[src/rtl/csf_pkg.sv]
/*
 Package for the processor status flags register: address, field positions,
 reset values and the flag-update operation codes.
 Assumes the core decodes instructions and hands this block an operation code.
*/
package csf_pkg;
   localparam logic [7:0] CSF_ADDR_LO = 8'h03;
   localparam logic [7:0] CSF_ADDR_HI = 8'h83;
   localparam int CSF_BIT_RSV_IND = 7;
   localparam int CSF_BIT_RSV_HIGH = 6;
   localparam int CSF_BIT_BANK = 5;
   localparam int CSF_BIT_WDX = 4;
   localparam int CSF_BIT_SLP = 3;
   localparam int CSF_BIT_Z = 2;
   localparam int CSF_BIT_NC = 1;
   localparam int CSF_BIT_C = 0;
   localparam logic [2:0] CSF_RST_UPPER = 3'h0;
   localparam logic CSF_RST_WDX = 1'b1;
   localparam logic CSF_RST_SLP = 1'b1;
   localparam logic [2:0] CSF_RST_FLAGS = 3'h0;

   typedef enum logic [3:0] {
      CSF_OP_NONE,     // Result flags untouched (move, bit set/clear, swap)
      CSF_OP_ADD,      // Z, nibble carry, carry
      CSF_OP_SUB,      // Z, nibble carry, carry from a + ~b + 1
      CSF_OP_LOGIC,    // Z only
      CSF_OP_CLEAR,    // Result zero, Z set
      CSF_OP_ROR,      // Carry from bit 0
      CSF_OP_ROL       // Carry from bit 7
   } csf_op_t;
endpackage

[src/rtl/csf_status_reg.sv]
/*
 Processor status flags register: result flags, reset status bits, bank select.
 Holds the flag-update and write-protect logic for one retiring instruction.
 Assumes the core presents one executed instruction per cycle on i_exec, with
 its operands, result, operation code and optional data-space write, and that
 watchdog and sleep events arrive as single-cycle pulses on this clock.
*/
`timescale 1ns/1ns
`default_nettype none
module csf_status_reg
   import csf_pkg::*;
(
   input wire logic I_REF_CLK,
   input wire logic I_RESET,
   input wire logic i_exec,
   input wire csf_op_t i_op,
   input wire logic [7:0] i_opnd_a,
   input wire logic [7:0] i_opnd_b,
   input wire logic [7:0] i_rot_src,
   input wire logic [7:0] i_result,
   input wire logic i_wr_en,
   input wire logic [7:0] i_wr_addr,
   input wire logic [7:0] i_wr_data,
   input wire logic i_wdog_clear,
   input wire logic i_sleep,
   input wire logic i_wdog_expire,
   input wire logic [6:0] i_direct_addr,
   output logic [7:0] o_status,
   output logic o_bank_select_bit,
   output logic [7:0] o_direct_full_addr
);
   logic [2:0] upper_r;
   logic [2:0] upper_nxt;
   logic watchdog_expired_bit_r;
   logic watchdog_expired_bit_nxt;
   logic sleep_entered_bit_r;
   logic sleep_entered_bit_nxt;
   logic [2:0] flags_r;
   logic [2:0] flags_nxt;

   logic [7:0] status_img;
   logic [8:0] sum;
   logic [4:0] nib;
   logic [7:0] addend;
   logic st_hit;
   logic st_wr;

   logic dec_add;
   logic dec_sub;
   logic dec_arith;
   logic dec_zero_only;
   logic dec_clear;
   logic dec_rot_right;
   logic dec_rot_left;
   logic flag_op;
   logic flags_wr_ok;

   // Either mirror address reaches the one register
   assign st_hit = (i_wr_addr == CSF_ADDR_LO) || (i_wr_addr == CSF_ADDR_HI);
   assign st_wr = i_exec && i_wr_en && st_hit;

   // One strobe per flag-update class
   // Outside a retiring instruction none fires, so idle cycles keep every flag
   always_comb begin
      dec_add = 1'b0;
      dec_sub = 1'b0;
      dec_zero_only = 1'b0;
      dec_clear = 1'b0;
      dec_rot_right = 1'b0;
      dec_rot_left = 1'b0;
      if (i_exec) begin
         case (i_op)
            CSF_OP_ADD: begin
               dec_add = 1'b1;
            end
            CSF_OP_SUB: begin
               dec_sub = 1'b1;
            end
            CSF_OP_LOGIC: begin
               dec_zero_only = 1'b1;
            end
            CSF_OP_CLEAR: begin
               dec_clear = 1'b1;
            end
            CSF_OP_ROR: begin
               dec_rot_right = 1'b1;
            end
            CSF_OP_ROL: begin
               dec_rot_left = 1'b1;
            end
            default: begin
               dec_add = 1'b0;
            end
         endcase
      end
   end
   assign dec_arith = dec_add || dec_sub;
   assign flag_op = dec_arith || dec_zero_only || dec_clear || dec_rot_right || dec_rot_left;
   // A flag-updating instruction locks the data write out of all three flags
   // The upper bits still take the write, so such an instruction can change banks
   assign flags_wr_ok = st_wr && !flag_op;

   // Subtract as add of the two's complement
   assign addend = dec_sub ? ~i_opnd_b : i_opnd_b;
   assign sum = {1'b0, i_opnd_a} + {1'b0, addend} + {8'h00, dec_sub};
   assign nib = {1'b0, i_opnd_a[3:0]} + {1'b0, addend[3:0]} + {4'h0, dec_sub};

   always_comb begin
      flags_nxt = flags_r;
      // Plain write only when no flag update competes
      if (flags_wr_ok) begin
         flags_nxt = i_wr_data[2:0];
      end
      if (dec_arith) begin
         flags_nxt[CSF_BIT_Z] = (sum[7:0] == 8'h00);
         flags_nxt[CSF_BIT_NC] = nib[4];
         flags_nxt[CSF_BIT_C] = sum[8];
      end
      if (dec_zero_only) begin
         flags_nxt[CSF_BIT_Z] = (i_result == 8'h00);
      end
      if (dec_clear) begin
         flags_nxt[CSF_BIT_Z] = 1'b1;
      end
      if (dec_rot_right) begin
         flags_nxt[CSF_BIT_C] = i_rot_src[0];
      end
      if (dec_rot_left) begin
         flags_nxt[CSF_BIT_C] = i_rot_src[7];
      end
   end

   always_comb begin
      upper_nxt = upper_r;
      // Clear-file zeroes the upper bits whatever the data path carries
      if (st_wr && dec_clear) begin
         upper_nxt = 3'h0;
      end else if (st_wr) begin
         upper_nxt = i_wr_data[7:5];
      end
   end

   // Hardware events only; data writes never reach these bits
   // Expiry wins over a same-cycle clear or sleep, so a time-out is never lost
   always_comb begin
      watchdog_expired_bit_nxt = watchdog_expired_bit_r;
      if (i_wdog_expire) begin
         watchdog_expired_bit_nxt = 1'b0;
      end else if (i_wdog_clear || i_sleep) begin
         watchdog_expired_bit_nxt = 1'b1;
      end
   end

   always_comb begin
      sleep_entered_bit_nxt = sleep_entered_bit_r;
      if (i_sleep) begin
         sleep_entered_bit_nxt = 1'b0;
      end else if (i_wdog_clear) begin
         sleep_entered_bit_nxt = 1'b1;
      end
   end

   always_ff @(posedge I_REF_CLK) begin
      if (I_RESET) begin
         flags_r <= CSF_RST_FLAGS;
      end else begin
         flags_r <= flags_nxt;
      end
   end

   always_ff @(posedge I_REF_CLK) begin
      if (I_RESET) begin
         upper_r <= CSF_RST_UPPER;
      end else begin
         upper_r <= upper_nxt;
      end
   end

   always_ff @(posedge I_REF_CLK) begin
      if (I_RESET) begin
         watchdog_expired_bit_r <= CSF_RST_WDX;
      end else begin
         watchdog_expired_bit_r <= watchdog_expired_bit_nxt;
      end
   end

   always_ff @(posedge I_REF_CLK) begin
      if (I_RESET) begin
         sleep_entered_bit_r <= CSF_RST_SLP;
      end else begin
         sleep_entered_bit_r <= sleep_entered_bit_nxt;
      end
   end

   // Image of the register as software reads it at either address
   assign status_img = {upper_r, watchdog_expired_bit_r, sleep_entered_bit_r, flags_r};

   // Registered outputs show the state one edge after any update
   always_ff @(posedge I_REF_CLK) begin
      if (I_RESET) begin
         o_status <= {CSF_RST_UPPER, CSF_RST_WDX, CSF_RST_SLP, CSF_RST_FLAGS};
      end else begin
         o_status <= status_img;
      end
   end

   always_ff @(posedge I_REF_CLK) begin
      if (I_RESET) begin
         o_bank_select_bit <= 1'b0;
      end else begin
         o_bank_select_bit <= upper_r[CSF_BIT_BANK - 5];
      end
   end

   // Bank bit prefixes the seven direct address bits
   always_ff @(posedge I_REF_CLK) begin
      if (I_RESET) begin
         o_direct_full_addr <= 8'h00;
      end else begin
         o_direct_full_addr <= {upper_r[CSF_BIT_BANK - 5], i_direct_addr};
      end
   end
endmodule
`default_nettype wire

[config.mk]
export PLATFORM = sky130hd
export DESIGN_NAME = csf_status_reg
export DESIGN_NICKNAME = d
export VERILOG_FILES = /design/src/rtl/csf_pkg.sv /design/src/rtl/csf_status_reg.sv
export SDC_FILE = /design/constraint.sdc
export NUM_CORES = 1
export LEC_CHECK = 0
export ABC_AREA = 1
export ABC_CLOCK_PERIOD_IN_PS = 2400
export BUFFER_PORTS_ARGS = -buffer_cell sky130_fd_sc_hd__clkbuf_2
export CAP_MARGIN = 20
export CORE_MARGIN = 2
export CORE_UTILIZATION = 39
export CTS_CLUSTER_DIAMETER = 150
export CTS_CLUSTER_SIZE = 10
export DETAILED_ROUTE_END_ITERATION = 7
export HOLD_SLACK_MARGIN = 0.03
export MAX_ROUTING_LAYER = met4
export PLACE_DENSITY = 0.8
export SETUP_SLACK_MARGIN = 0.05
export SLEW_MARGIN = 20
export SYNTH_ARGS = -nofsm -noshare
export SYNTH_HDL_FRONTEND = slang
export SYNTH_SLANG_ARGS = --single-unit
[constraint.sdc]
create_clock -name I_REF_CLK -period 2.4 [get_ports I_REF_CLK]
set_clock_uncertainty 0.15 [all_clocks]
set_input_delay 0.12 -clock I_REF_CLK [delete_from_list [all_inputs] [get_ports I_REF_CLK]]
set_output_delay 0.12 -clock I_REF_CLK [all_outputs]
set_load 0.03 [all_outputs]
# After elaboration in Yosys (flattened, before gate mapping)
# Cells that the tools add are included.
# classes
shifts	0
n_reduce_logical	20
n_mux	23
order_cmp	0
n_addsub	4
bitwise	1
eq_ne	8
multipliers	0
div_mod_pow	0
# ops
operator	n
$mux W1	20
$logic_not A8 Y1	2
$eq A4 B3 Y1 const B	3
$add A8 B8 Y9	1
$add A9 B1 Y9	1
$eq A4 B2 Y1 const B	2
$eq A8 B2 Y1 const B	1
$eq A8 B8 Y1 const B	1
$mux W8	1
$not A8 Y8	1
$reduce_bool A4 Y1	2
$logic_or A1 B1 Y1	7
$mux W3	2
$reduce_bool A2 Y1	3
$add A4 B4 Y5	1
$add A5 B1 Y5	1
$eq A4 B1 Y1 const B	1
$logic_and A1 B1 Y1	4
$reduce_or A2 Y1	1
$logic_not A1 Y1	1
# word_totals
reg_bits	25
latch_bits	0
n_memories	0
mem_bits_ro	0
output_inout_bits	17
ramBits	0
wordCells	65
inputBits	66

# Depth between registers and ports, before layout
# Gate-level depths: netlist of run 1.
# depth
word_depth	14
ltp_mapped	19
depth_no_buf	19

# Worst setup path after synthesis of run 1
# OpenSTA, ideal clock, no wires.
# synth_path
path_kind	input port to flip-flop
start	input i_op[1]
end	register flags_r[2]
arrival_time_ps	1959
path_buffers	0
setup_ps	116
setup_slack_ps	175
required_ps	2134
cell_stages	16
path_cell_list	inv_2 > nor2_2 > nand3_1 > xor2_1 > fa_1 > or2_2 > nand3_1 > nor2_1 > nand2_1 > nor2_1 > nand4_1 > nor2_1 > nand2_1 > nand2_1 > nand2_1 > a21oi_2
# synth_via
elab_chain_cells	11
elab_cells_between_ends	33
classes_between	add/sub: 2; eq/ne: 6; mux: 16; reduce/logical: 9
# synth_lines
item	line	text
start, declared	csf_status_reg.sv:16	input wire csf_op_t i_op,
parallel branches: the longest is 11 deep, another holds $add A8 B8 Y9	-	
end signal, assigned	csf_status_reg.sv:167	flags_r <= flags_nxt;
end, declared	csf_status_reg.sv:38	logic [2:0] flags_r;
# Several ways; the timed one is not identified.
# A chain may end at the register's enable or synchronous reset.

# Worst setup path after layout of run 1
# layout_path
start	input i_op[3]
end	register flags_r[2]
# The elaborated chain is that of the path after synthesis.

==> summary.txt, run 1 <==
most used cell, CP - nand2_1
Post-Syn Area per Cell - 6.72 um2
HP Class - input pin to register
post-synth top area share - 0.325
register bit total from synthesis - 23
CTS root buf - clkbuf_4
core area - 3420 um2
Synth Area in Simple Gates - 0.339
H-tree levels - 1
critical path class - input pin to register
Worst Setup SP - i_op[3]
# nets final - 385
drt drc - 0
final setup vio count - 0
Critical Path Slowest Stage Cell - ha_1
die width - 64.3 um
largest family of logic cells by synthesized area - simple AND/OR/NAND/NOR gates
Inst Count DP - 331
sequential element share of the synthesized area - 0.325
synth top area cells - dfxtp_1, nand2_1, inv_1, nor2_1, ha_1
clk buf depth - 2
multi-input logic area - 797 um2
largest net degree at the start of global routing - 19
Hold Fails Final Rpt - 0
Initial Util - 0.415
power per cell area - 399 nW/um2
P&R area growth vs syn - 46.9%
f_max - 479 MHz
Worst EP arrival - 2.18 ns
mux cell area share after synthesis - 0
global-route wire length before repair - 5880 um
routed vias - 1593
CTS Buf Count - 3
final WL - 3410 um
Final min period - 2.09 ns
worst slew pin tran - 0.364 ns
global-route usage over all layers - 0.178
number of synthesis warnings - 0
Slew headroom - 0.756
Yosys top cell by area - dfxtp_1
Reg clk slew, reported paths - 0.12 ns
grt ovf - 0
Primary FF master, synth - dfxtp_1
DP HPWL - 2620 um
Post-Syn Nets - 286
worst hold start - i_rot_src[0]
max-slew violations - 0
Pre-Repair DR Iteration Count - 4
largest fanout on the critical path - 6
Gate Count Post-Synth - 211
post-CTS setup buffers - 0
global placer's final weighted congestion - 0.845
post_cts resized - 0
fin crit share - 0.870
Iteration-0 DRC Markers - 73
antenna violations before repair - 0
P_leak - 1.12 nW
clock sinks - 23
reg2reg start - watchdog_expired_bit_r$_SDFFE_PP1P_
Synth Area in XOR/XNOR - 0.0556
Critical Path RT - 2.49 ns
Antenna diodes - 0
Adder-Cell Fraction of Synth Area - 0.0847
# fillers - 319
Layout Cells excl Fill - 355
endpoint class of the critical path - register
share of cells above drive strength 1 - 0.298
CTS tree - yes
asr flop ratio synth - 0
status - complete, no violations
Max IR drop VDD - 0.213 mV
Post-Route Setup TNS - 0 ns
Compound-Gate Fraction of Synth Area - 0.0829
startpoint types - input pin
vias per cell - 4.49
number of global-route vias before repair - 1499
I/O pin cnt - 83
Port Buffers - 73
register area - 460 um2
max-capacitance violation count - 0
Die Y - 64.3 um
crit-path cells - clkbuf_2 -> nor2_1 -> nand3_1 -> buf_4 -> xnor2_1 -> ha_1 -> nand2_1 -> nand2_1 -> inv_1 -> nand2_1 -> nand2_1 -> nand2_1 -> nor2_1 -> nand4_1 -> nor2_1 -> nand2_1 -> nand2_1 -> nand2_1 -> a21oi_2
post-route ant nets - 0
Buf/Inv on CP - 3
die area - 4140 um2
Synth cell types - 28
CP top delay family - simple AND/OR/NAND/NOR gates
unrepaired setup endpoints after global routing - false
detail-routed net length per standard cell - 9.61 um
row cnt - 21
CP peak stage delay - 0.34 ns
Mapped Area - 1420 um2
Clk Latency, worst-skew pair - 0.30 ns
Post-synth EDFFs - 0
cell usage in the layout (no fill, tap or decap):
| master | netlist | final |
|---|---|---|
| clkbuf_2 | 0 | 73 |
| nand2_1 | 45 | 45 |
| inv_1 | 35 | 35 |
| nor2_1 | 33 | 33 |
| dfxtp_1 | 23 | 23 |
| dlygate4sd3_1 | 0 | 20 |
| a21oi_1 | 12 | 12 |
| nand3_1 | 11 | 11 |
| ha_1 | 8 | 8 |
| xnor2_1 | 6 | 6 |
| nor3_1 | 5 | 5 |
| buf_4 | 2 | 5 |
| nand4_1 | 4 | 4 |
| xor2_1 | 3 | 3 |
| or2_2 | 3 | 3 |
| clkbuf_4 | 0 | 3 |
| inv_2 | 2 | 2 |
| nor2_2 | 2 | 2 |
| nor4_1 | 2 | 2 |
| o21ai_0 | 2 | 2 |
| o21ai_1 | 2 | 2 |
| o21bai_1 | 1 | 1 |
| nor2_4 | 1 | 1 |
| a21o_1 | 1 | 1 |
| a31oi_1 | 1 | 1 |
| or2_1 | 1 | 1 |
| nor4_4 | 1 | 1 |
| a21oi_2 | 1 | 1 |
| a22oi_1 | 1 | 1 |
| fa_1 | 1 | 1 |
| clkinv_2 | 0 | 1 |
state kept, by name, summed over array words and instances (netlist names):
signal / count
o_status: 8
o_direct_full_addr: 7
flags_r: 3
upper_r: 3
sleep_entered_bit_r: 1
watchdog_expired_bit_r: 1
repair_timing:
| item | in CTS | in global routing |
|---|---|---|
| setup endpoints to repair | 0 | 0 |
| hold endpoints to repair | 15 | 0 |
| hold buffers | 20 | 0 |
per-layer routing:
layer	vias up	GRT usage	part of all wire
li1	853	-	-
met1	686	0.197	0.40
met2	52	0.346	0.54
met3	2	0.0158	0.057
met4	0	0.0319	0.0064
met5	-	-	0
layout make-up:
cell class                      instances  share of cell area
Tap cell                               46              0.0276
Inverter                               37              0.0666
Clock buffer                            3              0.0108
Sequential cell                        23               0.221
Timing Repair Buffer                   98               0.289
Multi-Input combinational cell        147               0.382
Clock inverter                          1             0.00240
logic make-up (layout without fill, tap and decap cells):
group	after synthesis	in the layout
AOI/OAI and AO/OA	21	21
xor gates and xnor gates	9	9
adders and majority gates	9	9
buffers and inverters	41	139
DFF	23	23
and+or+nand+nor	108	108
worst paths after layout:
kind | cells past startpoint | to | slack, ns
worst min register to register | 2 | o_status[1]$_SDFF_PP0_ | 0.28
worst max register to register | 4 | watchdog_expired_bit_r$_SDFFE_PP1P_ | 0.71
worst min-delay path | 5 | flags_r[0]$_SDFFE_PP0P_ | 0.05
worst max-delay path | 19 | flags_r[2]$_SDFFE_PP0P_ | 0.31
worst register-to-register path, delay by kind of cell, from the launching register on:
| family | cells | cell delay, ns |
|---|---|---|
| buffers and inverters | 1 | 0.57 |
| AND/OR/NAND/NOR | 2 | 0.48 |
| flip-flops | 1 | 0.32 |
| AO/OA/AOI/OAI | 1 | 0.07 |
cells in the mapped netlist (3+ instances only):
cell type	count
nand4_1	4
xnor2_1	6
xor2_1	3
inv_1	35
nand2_1	45
nor2_1	33
dfxtp_1	23
ha_1	8
nor3_1	5
nand3_1	11
or2_2	3
a21oi_1	12
through the flow:
stage	util	hold WS (ns)	area (um2)	setup slack, ns	power [mW]
6_report	0.610	0.0542	2080	0.313	0.831
5_1_grt	0.610	0.0568	2080	0.0631	0.893
4_1_cts	0.610	0.0622	2080	0.314	0.833
3_5_place_dp	0.544	0.155	1860	0.00890	0.647
3_3_place_gp	0.544	0.157	1860	0.0310	0.643
2_1_floorplan	-	0.0603	1420	0.175	0.559
report_power, final:
group	internal, mW	switching (mW)
Combinational	0.121	0.140
Clock	0.0620	0.107
Sequential	0.397	0.00396
No activity file was read; power rests on OpenSTA's default activity.
==> run 2, diff against run 1 <==
CORE_MARGIN = 10   (was 2)
==> run 2 against run 1 <==
Effect of this change:
- clock-buffer cell count did not move
- fmax grew 1.0%
- setup slack improved by 0.022 ns
- first-iteration DRC count fell by 33%
- flip-flop and latch count unchanged
- global-route usage decreased by 4.9 points
- sequential share of layout area rose by 0.053 points
- combinational power is essentially flat
- highest routed layer unchanged
- non-clock buffer count decreased by 1
- worst hold slack got worse by 0.0034 ns
- largest cell class unchanged
==> summary.txt, run 2 (same netlist as run 1, synthesis figures left out) <==
P&R area growth vs syn - 46.6%
# nets final - 384
multi-input logic area - 797 um2
P_leak - 1.11 nW
Cell Area, Placed - 1840 um2
most frequent cells in the layout - clkbuf_2, nand2_1, inv_1
Initial Util - 0.415
Clk Latency, worst-skew pair - 0.31 ns
f_max - 484 MHz
endpoint class of the critical path - register
CP peak stage delay - 0.35 ns
Worst EP arrival - 2.18 ns
H-tree levels - 1
post-route design area - 2080 um2
worst reg2reg setup slack - 0.75 ns
Slew headroom - 0.748
CTS Buf Count - 3
Max IR drop VDD - 0.176 mV
power per cell area - 405 nW/um2
CTS root buf - clkbuf_4
Worst Setup SP - i_op[1]
Die Y - 80.3 um
Final min period - 2.07 ns
registers with the most flip-flops - o_status (8), o_direct_full_addr (7)
Port Buffers - 73
# fillers - 326
Reg clk slew, reported paths - 0.12 ns
Post-Route Setup TNS - 0 ns
die width - 80.3 um
largest fanout on the critical path - 6
max-capacitance violation count - 0
most used cell, CP - nand2_1
Iteration-0 DRC Markers - 49
met3 WL - 319 um
drt drc - 0
global placer's final weighted congestion - 0.845
register area - 460 um2
unrepaired setup endpoints after global routing - false
max reg flops - 8
CP top delay family - simple AND/OR/NAND/NOR gates
antenna violations before repair - 0
startpoint types - input pin
global-route wire length before repair - 6700 um
reg2reg start - watchdog_expired_bit_r$_SDFFE_PP1P_
HP Class - input pin to register
crit-path cells - clkbuf_2 -> inv_2 -> nor2_2 -> nand3_1 -> buf_4 -> xnor2_1 -> ha_1 -> a21oi_1 -> nor2_1 -> nor2_1 -> nand2_1 -> xor2_1 -> nor2_1 -> nand2_1 -> nand2_1 -> nand2_1 -> a21oi_2
metal2 WL - 2140 um
detail-routed net length per standard cell - 11.5 um
clock sinks - 23
fin crit share - 0.861
routed vias - 1595
Hold Fails Final Rpt - 0
Critical Path Slowest Stage Cell - ha_1
final WL - 4050 um
number of cells on the critical path - 17
DP HPWL - 3260 um
grt ovf - 0
final setup vio count - 0
Antenna diodes - 0
share of cells above drive strength 1 - 0.292
largest reg by FF count - o_status
max layer used - met4
Worst Reg-to-Reg Cells - 4
critical path class - input pin to register
global-route usage over all layers - 0.129
end of the critical path - flags_r[2]$_SDFFE_PP0P_
reg-to-reg endpoint - watchdog_expired_bit_r$_SDFFE_PP1P_
number of global-route vias before repair - 1655
status - complete, no violations
worst slew pin tran - 0.375 ns
core area - 3420 um2
post-route ant nets - 0
die area - 6450 um2
M1 wire length - 1540 um
vias per cell - 4.51
Pre-Repair DR Iteration Count - 4
CTS tree - yes
row cnt - 21
largest net degree at the start of global routing - 19
Critical Path RT - 2.51 ns
commonest non-fill, non-tap cell in the layout - clkbuf_2
I/O pin cnt - 83
clk buf depth - 2
Buf/Inv on CP - 3
max-slew violations - 0
[run 2: metal layers]
layer	up-vias	global-route usage
met4	0	0.0563
met2	49	0.246
met1	690	0.118
li1	851	-
met5	-	-
met3	5	0.0312
[run 2: final cells by class]
type / instances / share of cell area
multi-input cells: 147 / 0.383
repair buffers: 97 / 0.288
flip-flops and latches: 23 / 0.221
inverters: 37 / 0.0668
well taps: 46 / 0.0277
clock buffers: 3 / 0.0108
clock inverters: 1 / 0.00241
[run 2: worst min path at each step]
stage / startpoint / end / slack, ns / depth (start not counted)
after CTS: I_RESET / flags_r[1]$_SDFFE_PP0P_ / 0.05 / 2
final: I_RESET / flags_r[1]$_SDFFE_PP0P_ / 0.05 / 2
after detailed placement: i_wdog_expire / watchdog_expired_bit_r$_SDFFE_PP1P_ / 0.15 / 2
after global placement: i_wdog_expire / watchdog_expired_bit_r$_SDFFE_PP1P_ / 0.16 / 2
after global routing: I_RESET / o_direct_full_addr[3]$_SDFF_PP0_ / 0.07 / 2
after floorplan: i_sleep / sleep_entered_bit_r$_SDFFE_PP1P_ / 0.06 / 1
[run 2: power by group]
part	switching, mW	internal [mW]
sequential	0.00352	0.397
combinational	0.142	0.122
clock	0.116	0.0624
total	0.261	0.581
[run 2: timing repair]
action,in CTS,in global routing
setup buffers,0,0
hold buffers,21,0
setup endpoints to repair,0,0
resized for setup,0,0
endpoints found under the hold margin,15,0
[run 2: per-stage QoR]
stage	power (mW)	hold slack [ns]	instances	worst slack, ns	utilization
after floorplan	0.559	0.0603	211	0.175	-
after global placement	0.641	0.157	329	0.0605	0.539
after detailed placement	0.648	0.155	329	0.0140	0.539
after CTS	0.848	0.0488	354	0.347	0.609
after global routing	0.897	0.0740	354	0.0889	0.609
final	0.842	0.0507	354	0.335	0.609
